$ cat src/pkg/adc_cfg_pkg.sv
// package: map, fields, resets and types of the channel config bank
`default_nettype none
package adc_cfg_pkg;
  // ---------------------------------------------------------------
  // bus geometry
  // ---------------------------------------------------------------
  localparam int ADDR_W = 12;        // byte address width
  localparam int DATA_W = 32;        // bus data width
  localparam int NREG   = 3;         // number of config registers
  localparam logic [1:0] RESP_OKAY   = 2'h0;
  localparam logic [1:0] RESP_SLVERR = 2'h2;
  // ---------------------------------------------------------------
  // register indices (byte address is four times the index)
  // ---------------------------------------------------------------
  localparam logic [7:0] FINE_GAIN_IDX  = 8'h53;
  localparam logic [7:0] PHASE_CAL_IDX  = 8'h54;
  localparam logic [7:0] INPUT_CFG_IDX  = 8'h55;
  localparam logic [7:0] CFG_STATUS_IDX = 8'h60;  // read-only status
  localparam logic [NREG-1:0][7:0] REG_IDX =
    {INPUT_CFG_IDX, PHASE_CAL_IDX, FINE_GAIN_IDX};
  // ---------------------------------------------------------------
  // reset values and writable-bit masks
  // ---------------------------------------------------------------
  localparam logic [7:0] FINE_GAIN_RST = 8'h80;
  localparam logic [7:0] PHASE_CAL_RST = 8'h00;
  localparam logic [7:0] INPUT_CFG_RST = 8'h00;
  localparam logic [NREG-1:0][7:0] REG_RST =
    {INPUT_CFG_RST, PHASE_CAL_RST, FINE_GAIN_RST};
  localparam logic [NREG-1:0][7:0] REG_WMASK = {8'hff, 8'hff, 8'hf0};
  // ---------------------------------------------------------------
  // field positions
  // ---------------------------------------------------------------
  localparam int FGAIN_LSB  = 4;
  localparam int PDLY_LSB   = 2;
  localparam int PSEL_LSB   = 0;
  localparam int INSRC_LSB  = 6;
  localparam int IMP_LSB    = 4;
  localparam int CMTOL_LSB  = 2;
  localparam int FS_BIT     = 1;
  localparam int BW_BIT     = 0;
  localparam logic [4:0] FGAIN_ZERO_CODE = 5'h08;  // code giving 0 dB
  // status bit positions
  localparam int STS_PSEL_RSVD = 0;
  localparam int STS_IMP_RSVD  = 1;
  localparam int STS_CM_RSVD   = 2;
  localparam int STS_FS_MISUSE = 3;
  localparam int STS_BW_MISUSE = 4;
  // ---------------------------------------------------------------
  // field encodings
  // ---------------------------------------------------------------
  typedef enum logic [1:0] {PATH_BOTH, PATH_ANALOG, PATH_DIGITAL,
                            PATH_RSVD} phase_path_t;
  typedef enum logic [1:0] {SRC_DIFF, SRC_SINGLE, SRC_MUX_POS,
                            SRC_MUX_NEG} input_source_t;
  typedef enum logic [1:0] {IMP_5K, IMP_10K, IMP_40K,
                            IMP_RSVD} impedance_t;
  typedef enum logic [1:0] {CM_SMALL, CM_MEDIUM, CM_RAIL,
                            CM_RSVD} cm_tol_t;
  typedef struct packed {
    logic [3:0]  ch1_fine_gain_code;
    logic [5:0]  ch1_phase_delay_cycles;
    phase_path_t phase_path;
  } ch1_cfg_t;
  typedef struct packed {
    input_source_t ch2_input_source;
    impedance_t    ch2_input_impedance;
    cm_tol_t       ch2_common_mode_tolerance;
    logic          ch2_fullscale_select;
    logic          ch2_bandwidth_select;
  } ch2_cfg_t;
  typedef struct packed {
    logic [4:0] fine_gain_tenths_db;  // two's complement, 0.1 dB units
    logic       analog_delay_en;
    logic       digital_delay_en;
    logic [4:0] status;               // reserved-code and misuse flags
  } cfg_decoded_t;
  localparam cfg_decoded_t DECODED_RST = '{5'h00, 1'b1, 1'b1, 5'h00};
  // ---------------------------------------------------------------
  // address decode, used by both write and read paths
  // ---------------------------------------------------------------
  function automatic logic addr_hit(input logic [ADDR_W-1:0] a,
                                    input logic [7:0] idx);
    addr_hit = (a[ADDR_W-1:2] == {2'h0, idx});
  endfunction : addr_hit
endpackage : adc_cfg_pkg
`default_nettype wire

$ cat src/design/adc_channel_config_regs.sv
// channel 1/2 ADC config register bank behind an AXI4-Lite slave
//
// What this block does
// fine gain code 0..15 is -0.8..+0.7 dB
// fine gain register at 0x53 resets 0x80
// software writes zero to fine gain bits 3:0
// phase delay bits 7:2, 0..63 modulator cycles
// bits 1:0 pick both, analog, digital paths
// phase register at 0x54 resets to 0x00
// channel 2 bits 7:6 select input source
// channel 2 bits 5:4 select input impedance
// channel 2 bits 3:2 select common-mode tolerance
// high full scale only rail-to-rail, audio band
// wide band only with 40 k impedance
// channel 2 register at 0x55 resets 0x00
// fields hold writes; reserved bits read zero
`default_nettype none
`timescale 1ns/1ps
module adc_channel_config_regs (
  // clock and reset
  input  wire logic                            clk,
  input  wire logic                            reset_n,
  // axi4-lite write address
  input  wire logic                            s_axi_awvalid,
  output logic                                 s_axi_awready,
  input  wire logic [adc_cfg_pkg::ADDR_W-1:0]  s_axi_awaddr,
  input  wire logic [2:0]                      s_axi_awprot,
  // axi4-lite write data
  input  wire logic                            s_axi_wvalid,
  output logic                                 s_axi_wready,
  input  wire logic [adc_cfg_pkg::DATA_W-1:0]  s_axi_wdata,
  input  wire logic [3:0]                      s_axi_wstrb,
  // axi4-lite write response
  output logic                                 s_axi_bvalid,
  input  wire logic                            s_axi_bready,
  output logic [1:0]                           s_axi_bresp,
  // axi4-lite read address
  input  wire logic                            s_axi_arvalid,
  output logic                                 s_axi_arready,
  input  wire logic [adc_cfg_pkg::ADDR_W-1:0]  s_axi_araddr,
  input  wire logic [2:0]                      s_axi_arprot,
  // axi4-lite read data
  output logic                                 s_axi_rvalid,
  input  wire logic                            s_axi_rready,
  output logic [adc_cfg_pkg::DATA_W-1:0]       s_axi_rdata,
  output logic [1:0]                           s_axi_rresp,
  // configuration towards the analog and filter paths
  output adc_cfg_pkg::ch1_cfg_t                ch1_cfg,
  output adc_cfg_pkg::ch2_cfg_t                ch2_cfg,
  output adc_cfg_pkg::cfg_decoded_t            cfg_decoded
);
  import adc_cfg_pkg::*;

  // ---------------------------------------------------------------
  // write channel capture
  // ---------------------------------------------------------------
  logic              aw_held_q;  // write address captured
  logic [ADDR_W-1:0] awaddr_q;   // captured write address
  logic              w_held_q;   // write data captured
  logic [7:0]        wbyte_q;    // captured low byte
  logic              wlane_q;    // low byte lane enabled
  logic              bvalid_q;   // response pending
  logic [1:0]        bresp_q;    // response code
  logic              aw_fire;    // address handshake
  logic              w_fire;     // data handshake
  logic              wr_fire;    // both halves present, commit now
  logic [NREG-1:0]   wr_hit;     // write address decode
  logic [NREG-1:0]   wr_en;      // per-register write strobe
  logic              wr_mapped;  // write lands on something
  logic [NREG-1:0][7:0] reg_q;   // register contents

  // no new capture while a response waits: one write in flight
  assign s_axi_awready = !aw_held_q && !bvalid_q;
  assign s_axi_wready  = !w_held_q && !bvalid_q;
  assign aw_fire       = s_axi_awvalid && s_axi_awready;
  assign w_fire        = s_axi_wvalid && s_axi_wready;
  assign wr_fire       = aw_held_q && w_held_q && !bvalid_q;
  assign wr_mapped     = (|wr_hit) || addr_hit(awaddr_q, CFG_STATUS_IDX);
  assign s_axi_bvalid  = bvalid_q;
  assign s_axi_bresp   = bresp_q;

  // address half, either order with data
  always_ff @(posedge clk or negedge reset_n) begin
    if (!reset_n) begin
      aw_held_q <= 1'b0;
      awaddr_q  <= '0;
    end else if (aw_fire) begin
      aw_held_q <= 1'b1;
      awaddr_q  <= s_axi_awaddr;
    end else if (wr_fire) begin
      aw_held_q <= 1'b0;
    end
  end

  // data half; only the low byte lane carries register bits
  always_ff @(posedge clk or negedge reset_n) begin
    if (!reset_n) begin
      w_held_q <= 1'b0;
      wbyte_q  <= 8'h00;
      wlane_q  <= 1'b0;
    end else if (w_fire) begin
      w_held_q <= 1'b1;
      wbyte_q  <= s_axi_wdata[7:0];
      wlane_q  <= s_axi_wstrb[0];
    end else if (wr_fire) begin
      w_held_q <= 1'b0;
    end
  end

  // response; status register takes writes silently
  always_ff @(posedge clk or negedge reset_n) begin
    if (!reset_n) begin
      bvalid_q <= 1'b0;
      bresp_q  <= RESP_OKAY;
    end else if (wr_fire) begin
      bvalid_q <= 1'b1;
      bresp_q  <= wr_mapped ? RESP_OKAY : RESP_SLVERR;
    end else if (s_axi_bready) begin
      bvalid_q <= 1'b0;
    end
  end

  // ---------------------------------------------------------------
  // register storage
  // ---------------------------------------------------------------
  // read-only reserved bits are masked off inside each register
  for (genvar g = 0; g < NREG; g++) begin : g_reg
    assign wr_hit[g] = addr_hit(awaddr_q, REG_IDX[g]);
    assign wr_en[g]  = wr_fire && wlane_q && wr_hit[g];
    cfg_reg8 #(
      .RST   (REG_RST[g]),
      .WMASK (REG_WMASK[g])
    ) u_reg (
      .clk     (clk),
      .reset_n (reset_n),
      .wr_en   (wr_en[g]),
      .wr_data (wbyte_q),
      .q       (reg_q[g])
    );
  end

  // ---------------------------------------------------------------
  // field split
  // ---------------------------------------------------------------
  assign ch1_cfg.ch1_fine_gain_code     = reg_q[0][FGAIN_LSB +: 4];
  assign ch1_cfg.ch1_phase_delay_cycles = reg_q[1][PDLY_LSB +: 6];
  assign ch1_cfg.phase_path = phase_path_t'(reg_q[1][PSEL_LSB +: 2]);
  assign ch2_cfg.ch2_input_source =
    input_source_t'(reg_q[2][INSRC_LSB +: 2]);
  assign ch2_cfg.ch2_input_impedance =
    impedance_t'(reg_q[2][IMP_LSB +: 2]);
  assign ch2_cfg.ch2_common_mode_tolerance =
    cm_tol_t'(reg_q[2][CMTOL_LSB +: 2]);
  assign ch2_cfg.ch2_fullscale_select = reg_q[2][FS_BIT];
  assign ch2_cfg.ch2_bandwidth_select = reg_q[2][BW_BIT];

  // decode is registered so the outputs come straight from flops
  cfg_field_decode u_decode (
    .clk       (clk),
    .reset_n   (reset_n),
    .ch1_cfg   (ch1_cfg),
    .ch2_cfg   (ch2_cfg),
    .decoded_q (cfg_decoded)
  );

  // ---------------------------------------------------------------
  // read channel
  // ---------------------------------------------------------------
  logic              rvalid_q;   // read data pending
  logic [7:0]        rbyte_q;    // read data low byte
  logic [1:0]        rresp_q;    // read response code
  logic              ar_fire;    // read address handshake
  logic [NREG-1:0]   rd_hit;     // read address decode
  logic [NREG-1:0][7:0] rd_part; // selected register or zero
  logic              rd_sts_hit; // status register selected
  logic [7:0]        rd_byte;    // assembled read byte
  logic              rd_mapped;  // address lands on something

  assign s_axi_arready = !rvalid_q;
  assign ar_fire       = s_axi_arvalid && s_axi_arready;
  for (genvar g = 0; g < NREG; g++) begin : g_rd
    assign rd_hit[g]  = addr_hit(s_axi_araddr, REG_IDX[g]);
    assign rd_part[g] = rd_hit[g] ? reg_q[g] : 8'h00;
  end
  assign rd_sts_hit = addr_hit(s_axi_araddr, CFG_STATUS_IDX);
  assign rd_byte    = rd_part[0] | rd_part[1] | rd_part[2] |
                      (rd_sts_hit ? {3'h0, cfg_decoded.status} : 8'h00);
  assign rd_mapped  = (|rd_hit) || rd_sts_hit;
  assign s_axi_rvalid = rvalid_q;
  assign s_axi_rdata  = {24'h000000, rbyte_q};
  assign s_axi_rresp  = rresp_q;

  // read answer; unmapped reads give zero with an error code
  always_ff @(posedge clk or negedge reset_n) begin
    if (!reset_n) begin
      rvalid_q <= 1'b0;
      rbyte_q  <= 8'h00;
      rresp_q  <= RESP_OKAY;
    end else if (ar_fire) begin
      rvalid_q <= 1'b1;
      rbyte_q  <= rd_byte;
      rresp_q  <= rd_mapped ? RESP_OKAY : RESP_SLVERR;
    end else if (s_axi_rready) begin
      rvalid_q <= 1'b0;
    end
  end

  // ---------------------------------------------------------------
  // assertions
  // ---------------------------------------------------------------
  logic [4:0] exp_tenths;  // expected gain from the current code
  assign exp_tenths = {1'b0, ch1_cfg.ch1_fine_gain_code} - 5'h08;

  property p_fgain_db;
    @(posedge clk) disable iff (!reset_n)
      1 |=> cfg_decoded.fine_gain_tenths_db == $past(exp_tenths);
  endproperty
  a_fgain_db: assert property (p_fgain_db)
    else $error("fine gain decode wrong");

  property p_reset_defaults;
    @(posedge clk) disable iff (!reset_n)
      $rose(reset_n) |-> reg_q[0] == 8'h80 && reg_q[1] == 8'h00 &&
                         reg_q[2] == 8'h00;
  endproperty
  a_reset_defaults: assert property (p_reset_defaults)
    else $error("register not at reset value");

  property p_fgain_write;
    @(posedge clk) disable iff (!reset_n)
      wr_en[0] |=> reg_q[0] == {$past(wbyte_q[7:4]), 4'h0};
  endproperty
  a_fgain_write: assert property (p_fgain_write)
    else $error("fine gain write not stored or low bits not zero");

  property p_pcal_write;
    @(posedge clk) disable iff (!reset_n)
      wr_en[1] |=> ch1_cfg.ch1_phase_delay_cycles == $past(wbyte_q[7:2])
                   ##1 cfg_decoded.digital_delay_en ==
                       ($past(wbyte_q[1:0], 2) != 2'h1 &&
                        $past(wbyte_q[1:0], 2) != 2'h3);
  endproperty
  a_pcal_write: assert property (p_pcal_write)
    else $error("phase delay write or path decode wrong");

  property p_path_analog;
    @(posedge clk) disable iff (!reset_n)
      1 |=> cfg_decoded.analog_delay_en ==
            ($past(reg_q[1][1:0]) == 2'h0 || $past(reg_q[1][1:0]) == 2'h1);
  endproperty
  a_path_analog: assert property (p_path_analog)
    else $error("analog delay enable wrong");

  property p_input_write;
    @(posedge clk) disable iff (!reset_n)
      wr_en[2] |=> ch2_cfg.ch2_input_source == $past(wbyte_q[7:6]) &&
                   ch2_cfg.ch2_input_impedance == $past(wbyte_q[5:4]) &&
                   ch2_cfg.ch2_common_mode_tolerance == $past(wbyte_q[3:2]);
  endproperty
  a_input_write: assert property (p_input_write)
    else $error("channel 2 fields not stored");

  property p_hold;
    @(posedge clk) disable iff (!reset_n)
      !wr_fire |=> $stable(reg_q);
  endproperty
  a_hold: assert property (p_hold)
    else $error("register changed without a write");

  property p_read_back;
    @(posedge clk) disable iff (!reset_n)
      ar_fire && rd_hit[2] |=> s_axi_rvalid &&
        s_axi_rdata == {24'h000000, $past(reg_q[2])} &&
        s_axi_rresp == 2'h0;
  endproperty
  a_read_back: assert property (p_read_back)
    else $error("read data differs from register");

  property p_write_resp;
    @(posedge clk) disable iff (!reset_n)
      aw_fire && w_fire |=> wr_fire ##1 s_axi_bvalid [*1];
  endproperty
  a_write_resp: assert property (p_write_resp)
    else $error("write response not two cycles after handshakes");

  // flag must follow the misuse condition both ways, also during legal use
  property p_wb_flag;
    @(posedge clk) disable iff (!reset_n)
      1 |=> cfg_decoded.status[STS_BW_MISUSE] ==
            $past(ch2_cfg.ch2_bandwidth_select &&
                  ch2_cfg.ch2_input_impedance != IMP_40K);
  endproperty
  a_wb_flag: assert property (p_wb_flag)
    else $error("wide band misuse flag wrong");

  c_fgain_write: cover property (@(posedge clk) disable iff (!reset_n)
    wr_en[0]);
  c_status_read: cover property (@(posedge clk) disable iff (!reset_n)
    ar_fire && rd_sts_hit);
  c_wideband_ok: cover property (@(posedge clk) disable iff (!reset_n)
    ch2_cfg.ch2_bandwidth_select && ch2_cfg.ch2_input_impedance == IMP_40K);
  c_bad_addr: cover property (@(posedge clk) disable iff (!reset_n)
    wr_fire && !wr_mapped);
endmodule : adc_channel_config_regs
`default_nettype wire

$ cat src/design/cfg_field_decode.sv
// registered decode of config fields into steering and status bits
`default_nettype none
`timescale 1ns/1ps
module cfg_field_decode (
  // clock and reset
  input  wire logic                      clk,
  input  wire logic                      reset_n,
  // raw fields
  input  wire adc_cfg_pkg::ch1_cfg_t     ch1_cfg,
  input  wire adc_cfg_pkg::ch2_cfg_t     ch2_cfg,
  // decoded, one cycle behind the fields
  output adc_cfg_pkg::cfg_decoded_t      decoded_q
);
  import adc_cfg_pkg::*;
  cfg_decoded_t decoded_d;  // next decoded value
  phase_path_t  path;       // selected phase path
  assign path = ch1_cfg.phase_path;
  // 0.1 dB per step, code 8 is 0 dB
  assign decoded_d.fine_gain_tenths_db =
    {1'b0, ch1_cfg.ch1_fine_gain_code} - FGAIN_ZERO_CODE;
  // reserved path code steers the delay nowhere
  assign decoded_d.analog_delay_en  =
    (path == PATH_BOTH) || (path == PATH_ANALOG);
  assign decoded_d.digital_delay_en =
    (path == PATH_BOTH) || (path == PATH_DIGITAL);
  assign decoded_d.status[STS_PSEL_RSVD] = (path == PATH_RSVD);
  assign decoded_d.status[STS_IMP_RSVD]  =
    (ch2_cfg.ch2_input_impedance == IMP_RSVD);
  assign decoded_d.status[STS_CM_RSVD]   =
    (ch2_cfg.ch2_common_mode_tolerance == CM_RSVD);
  // high range needs rail-to-rail and audio band
  assign decoded_d.status[STS_FS_MISUSE] = ch2_cfg.ch2_fullscale_select &&
    ((ch2_cfg.ch2_common_mode_tolerance != CM_RAIL) ||
     ch2_cfg.ch2_bandwidth_select);
  // wide band needs the 40 k input
  assign decoded_d.status[STS_BW_MISUSE] = ch2_cfg.ch2_bandwidth_select &&
    (ch2_cfg.ch2_input_impedance != IMP_40K);
  // output register
  always_ff @(posedge clk or negedge reset_n) begin
    if (!reset_n) decoded_q <= DECODED_RST;
    else          decoded_q <= decoded_d;
  end
endmodule : cfg_field_decode
`default_nettype wire

$ cat src/design/cfg_reg8.sv
// one 8-bit config register with a writable-bit mask
`default_nettype none
`timescale 1ns/1ps
module cfg_reg8 #(
  parameter logic [7:0] RST   = 8'h00,  // value after reset
  parameter logic [7:0] WMASK = 8'hff   // bits software may change
) (
  // clock and reset
  input  wire logic       clk,
  input  wire logic       reset_n,
  // write port
  input  wire logic       wr_en,
  input  wire logic [7:0] wr_data,
  // stored value
  output logic      [7:0] q
);
  logic [7:0] q_d;  // next value
  // masked bits keep their reset value, so reserved bits read zero
  assign q_d = wr_en ? ((wr_data & WMASK) | (q & ~WMASK)) : q;
  // storage
  always_ff @(posedge clk or negedge reset_n) begin
    if (!reset_n) q <= RST;
    else          q <= q_d;
  end
endmodule : cfg_reg8
`default_nettype wire

$ cat config.mk
export PLATFORM = sky130hd
export DESIGN_NAME = adc_channel_config_regs
export DESIGN_NICKNAME = d
export VERILOG_FILES = /design/src/pkg/adc_cfg_pkg.sv /design/src/design/adc_channel_config_regs.sv /design/src/design/cfg_field_decode.sv /design/src/design/cfg_reg8.sv
export SDC_FILE = /design/constraint.sdc
export NUM_CORES = 1
export LEC_CHECK = 0
export BUFFER_PORTS_ARGS = -buffer_cell sky130_fd_sc_hd__buf_4
export CORE_MARGIN = 2
export CORE_UTILIZATION = 46
export DETAILED_ROUTE_END_ITERATION = 7
export PLACE_DENSITY = 0.8
export SKIP_CTS_REPAIR_TIMING = 1
export SYNTH_ARGS = -nofsm -noshare
export SYNTH_HDL_FRONTEND = slang
export SYNTH_SLANG_ARGS = --single-unit
$ cat constraint.sdc
create_clock -name clk -period 2.3 [get_ports clk]
set_input_delay 0.115 -clock clk [delete_from_list [all_inputs] [get_ports clk]]
set_output_delay 0.115 -clock clk [all_outputs]
set_load 0.005 [all_outputs]
==> impl_results.md <==
- Highest-delay cell along the critical path: or3_1
- Final Util: 59.5%
- Share of layout cells above drive strength 1: 47.0%
- Critical path data required time: 2.51 ns
- Diodes inserted: 0
- Crit path max fanout: 8
- DRC viols: 0
- Area growth, synth to finish: 26.9%
- Shortest period the worst path allows: 2.02 ns
- Post-DRT Antenna Nets: 0
- Sequential share of the synthesized area: 54.9%
- IO Count: 146
- Met1 Use GR: 20.7%
- Fin crit share: 87.9%
- Async set or reset register ratio after synthesis: 100%
- Routed vias/inst: 4.91
- Htree depth: 3
- Die area: 7010 sq um
- Least-Margin Pin Slew: 0.781 ns
- CP cell instances: nand3b_1 > or3_4 > or3_1 > mux2_4
- Critical path launch point type: flop
- First-pass GRT wire length: 9740 microns
- Hold Path Cell Cnt: 3
- R2R depth: 4
- Number of buffers created by CTS: 9
- HP Start: s_axi_awaddr[2]
- Worst setup EP type: flop
- Worst hold-check path type: input port to flop
- Busiest grt layer: met2
- Clock Sinks: 64
- Site row count: 29
- Final WL: 5780 microns
- Die Span X: 83.7 microns
- RR Startpoint: awaddr_q[7]
- Reg2Reg Capture Point: g_reg[2].u_reg.q[3]
- Status: finished, final reports clean
- Initial antenna violation count: 0
- Wire per inst: 14.6 microns
- Final Setup Violations: 0
- Number of synthesized flops with an enable pin: 0
- Slew headroom: 47.9%
- Leading area contributor after synthesis: dfrtp_1
- WS Path Type: flop to flop
- Top cells by instance count after synthesis: dfrtp_1, buf_4, mux2_2
- GPL Wtd Cong: 0.756
- Met2 GRT Util: 29.2%
- Total leakage power: 1.85 nW
- CTS Buffer Depth: 2
- Avg Inst Size Synth: 13.0 sq um
- Yosys top cell area share: 52.2%
- Via count: 1944
- Worst Hold Endpoint: awaddr_q[2]
- Global routing usage on met3: 5.64%
- Reg-to-reg setup timing slack: 0.28 ns
- DRT iter0 DRCs: 91
- Dominant cells by area after synthesis: dfrtp_1, mux2_2, buf_4
- #FFs+latches synth: 64
- DR pass1 iterations: 4
- PwrDens: 837 nW/um^2
- Starting density of the core: 46.9%
- Synth Instances: 225
- TritonCTS clock tree: yes
- Final Hold Fails: 0
- RSZ-0062 raised after global routing: false
- Main synth FF type: dfrtp_1
- # port buffers: 82
- Vias in the first global route: 2023
- Syn. warnings: 0
- CORE AREA: 6240 sq um
- CTS Root Cell: clkbuf_8
- Final slew viol count: 0
- Largest net degree at the start of global routing: 65
- Setup_tns: 0 ns
- Final net count: 387
- Clock-pin slew on the worst setup and hold paths: 0.06 ns
- Total global-route track usage: 17.5%
- Clock latency at the later pin of the worst-skew pair: 0.33 ns
- Most common cell in the netlist: dfrtp_1
- Synth Cell Area: 2920 sq um
- Max VDD drop: 0.000576 V
- Die Height: 83.7 microns
- Overflow after GRT: 0
- FMAX: 495 MHz
- DP Wirelength: 4310 microns
- Synth unique cells: 35
- Critical Path Max Stage Delay: 0.57 ns
- Critical Path AT: 2.23 ns
- Skew final: 0.00943 ns
- Max Cap Viol: 0
placed cells by master (no fill, tap or decap), types with 4 or more instances in the layout:
cell type / synthesis / routed
mux2i_1: 8 / 8
inv_1: 10 / 10
a221o_1: 7 / 7
a21oi_1: 4 / 4
clkbuf_8: 0 / 12
nor2_1: 20 / 20
buf_4: 30 / 86
conb_1: 1 / 26
nor3b_1: 4 / 4
dfrtp_1: 61 / 61
mux2_4: 8 / 8
mux2_2: 30 / 30
registers in the layout (all words and copies together) (netlist names), 8 cells and up:
register / cells
awaddr_q: 10
wbyte_q: 8
u_decode.decoded_q: 11
g.u_reg.q: 20
rbyte_q: 8
stage by stage:
| step | hold slack [ns] | area (sq um) | instances | setup WS, ns | total power [mW] |
|---|---|---|---|---|---|
| global placement | 0.249 | 3500 | 377 | 0.327 | 2.22 |
| CTS | -0.106 | 3680 | 393 | 0.261 | 3.14 |
| finish | 0.00146 | 3710 | 396 | 0.278 | 3.10 |
| global route | 0.00237 | 3710 | 396 | 0.223 | 3.30 |
| floorplan | -0.181 | 3020 | 250 | 0.513 | 2.02 |
| detailed placement | 0.249 | 3500 | 377 | 0.287 | 2.26 |
per-layer routing:
layer  wire (microns)  up-vias
li1                 -      906
met1             2400      940
met2             2820       86
met3              472       12
met4               91        0
met5                0        -
cell type report:
cell class | count | area [sq um]
sequential | 64 | 1610
clock inverter | 3 | 15.0
clock buffer | 13 | 169
timing repair buffer | 89 | 676
multi-input combinational | 140 | 1110
fill | 524 | 2530
tap | 77 | 96.3
inverter | 10 | 37.5
critical path, delay by kind of cell (launching register included):
family	cells	cell delay (ns)
mux	1	0.39
simple gates	3	1.12
flops	1	0.40
worst max-delay path by stage:
stage | endpoint | slack, ns | cells past startpoint | from
floorplan | g_reg[2].u_reg.q[0] | 0.51 | 6 | s_axi_bvalid
global placement | g_reg[2].u_reg.q[0] | 0.33 | 4 | awaddr_q[7]
detailed placement | g_reg[2].u_reg.q[3] | 0.29 | 4 | awaddr_q[7]
CTS | g_reg[2].u_reg.q[3] | 0.26 | 4 | awaddr_q[7]
global route | g_reg[2].u_reg.q[4] | 0.22 | 4 | awaddr_q[7]
finish | g_reg[2].u_reg.q[3] | 0.28 | 4 | awaddr_q[7]
power by group:
part	leakage (nW)	internal, mW	switching [mW]	total, mW
Sequential	0.819	1.35	0.202	1.55
Clock	0.0992	0.474	0.395	0.870
Combinational	0.934	0.403	0.283	0.686
logic make-up (layout without fill, tap and decap cells):
logic type | Yosys count | after routing | synth area share (%)
AND/OR/NAND/NOR | 48 | 48 | 11.0
flip-flops | 64 | 64 | 54.9
buffers and inverters | 46 | 115 | 10.3
AO/OA/AOI/OAI | 20 | 20 | 5.35
multiplexers | 46 | 46 | 18.4
other | 1 | 26 | 0.128
Power figures use the tool's default switching activity.
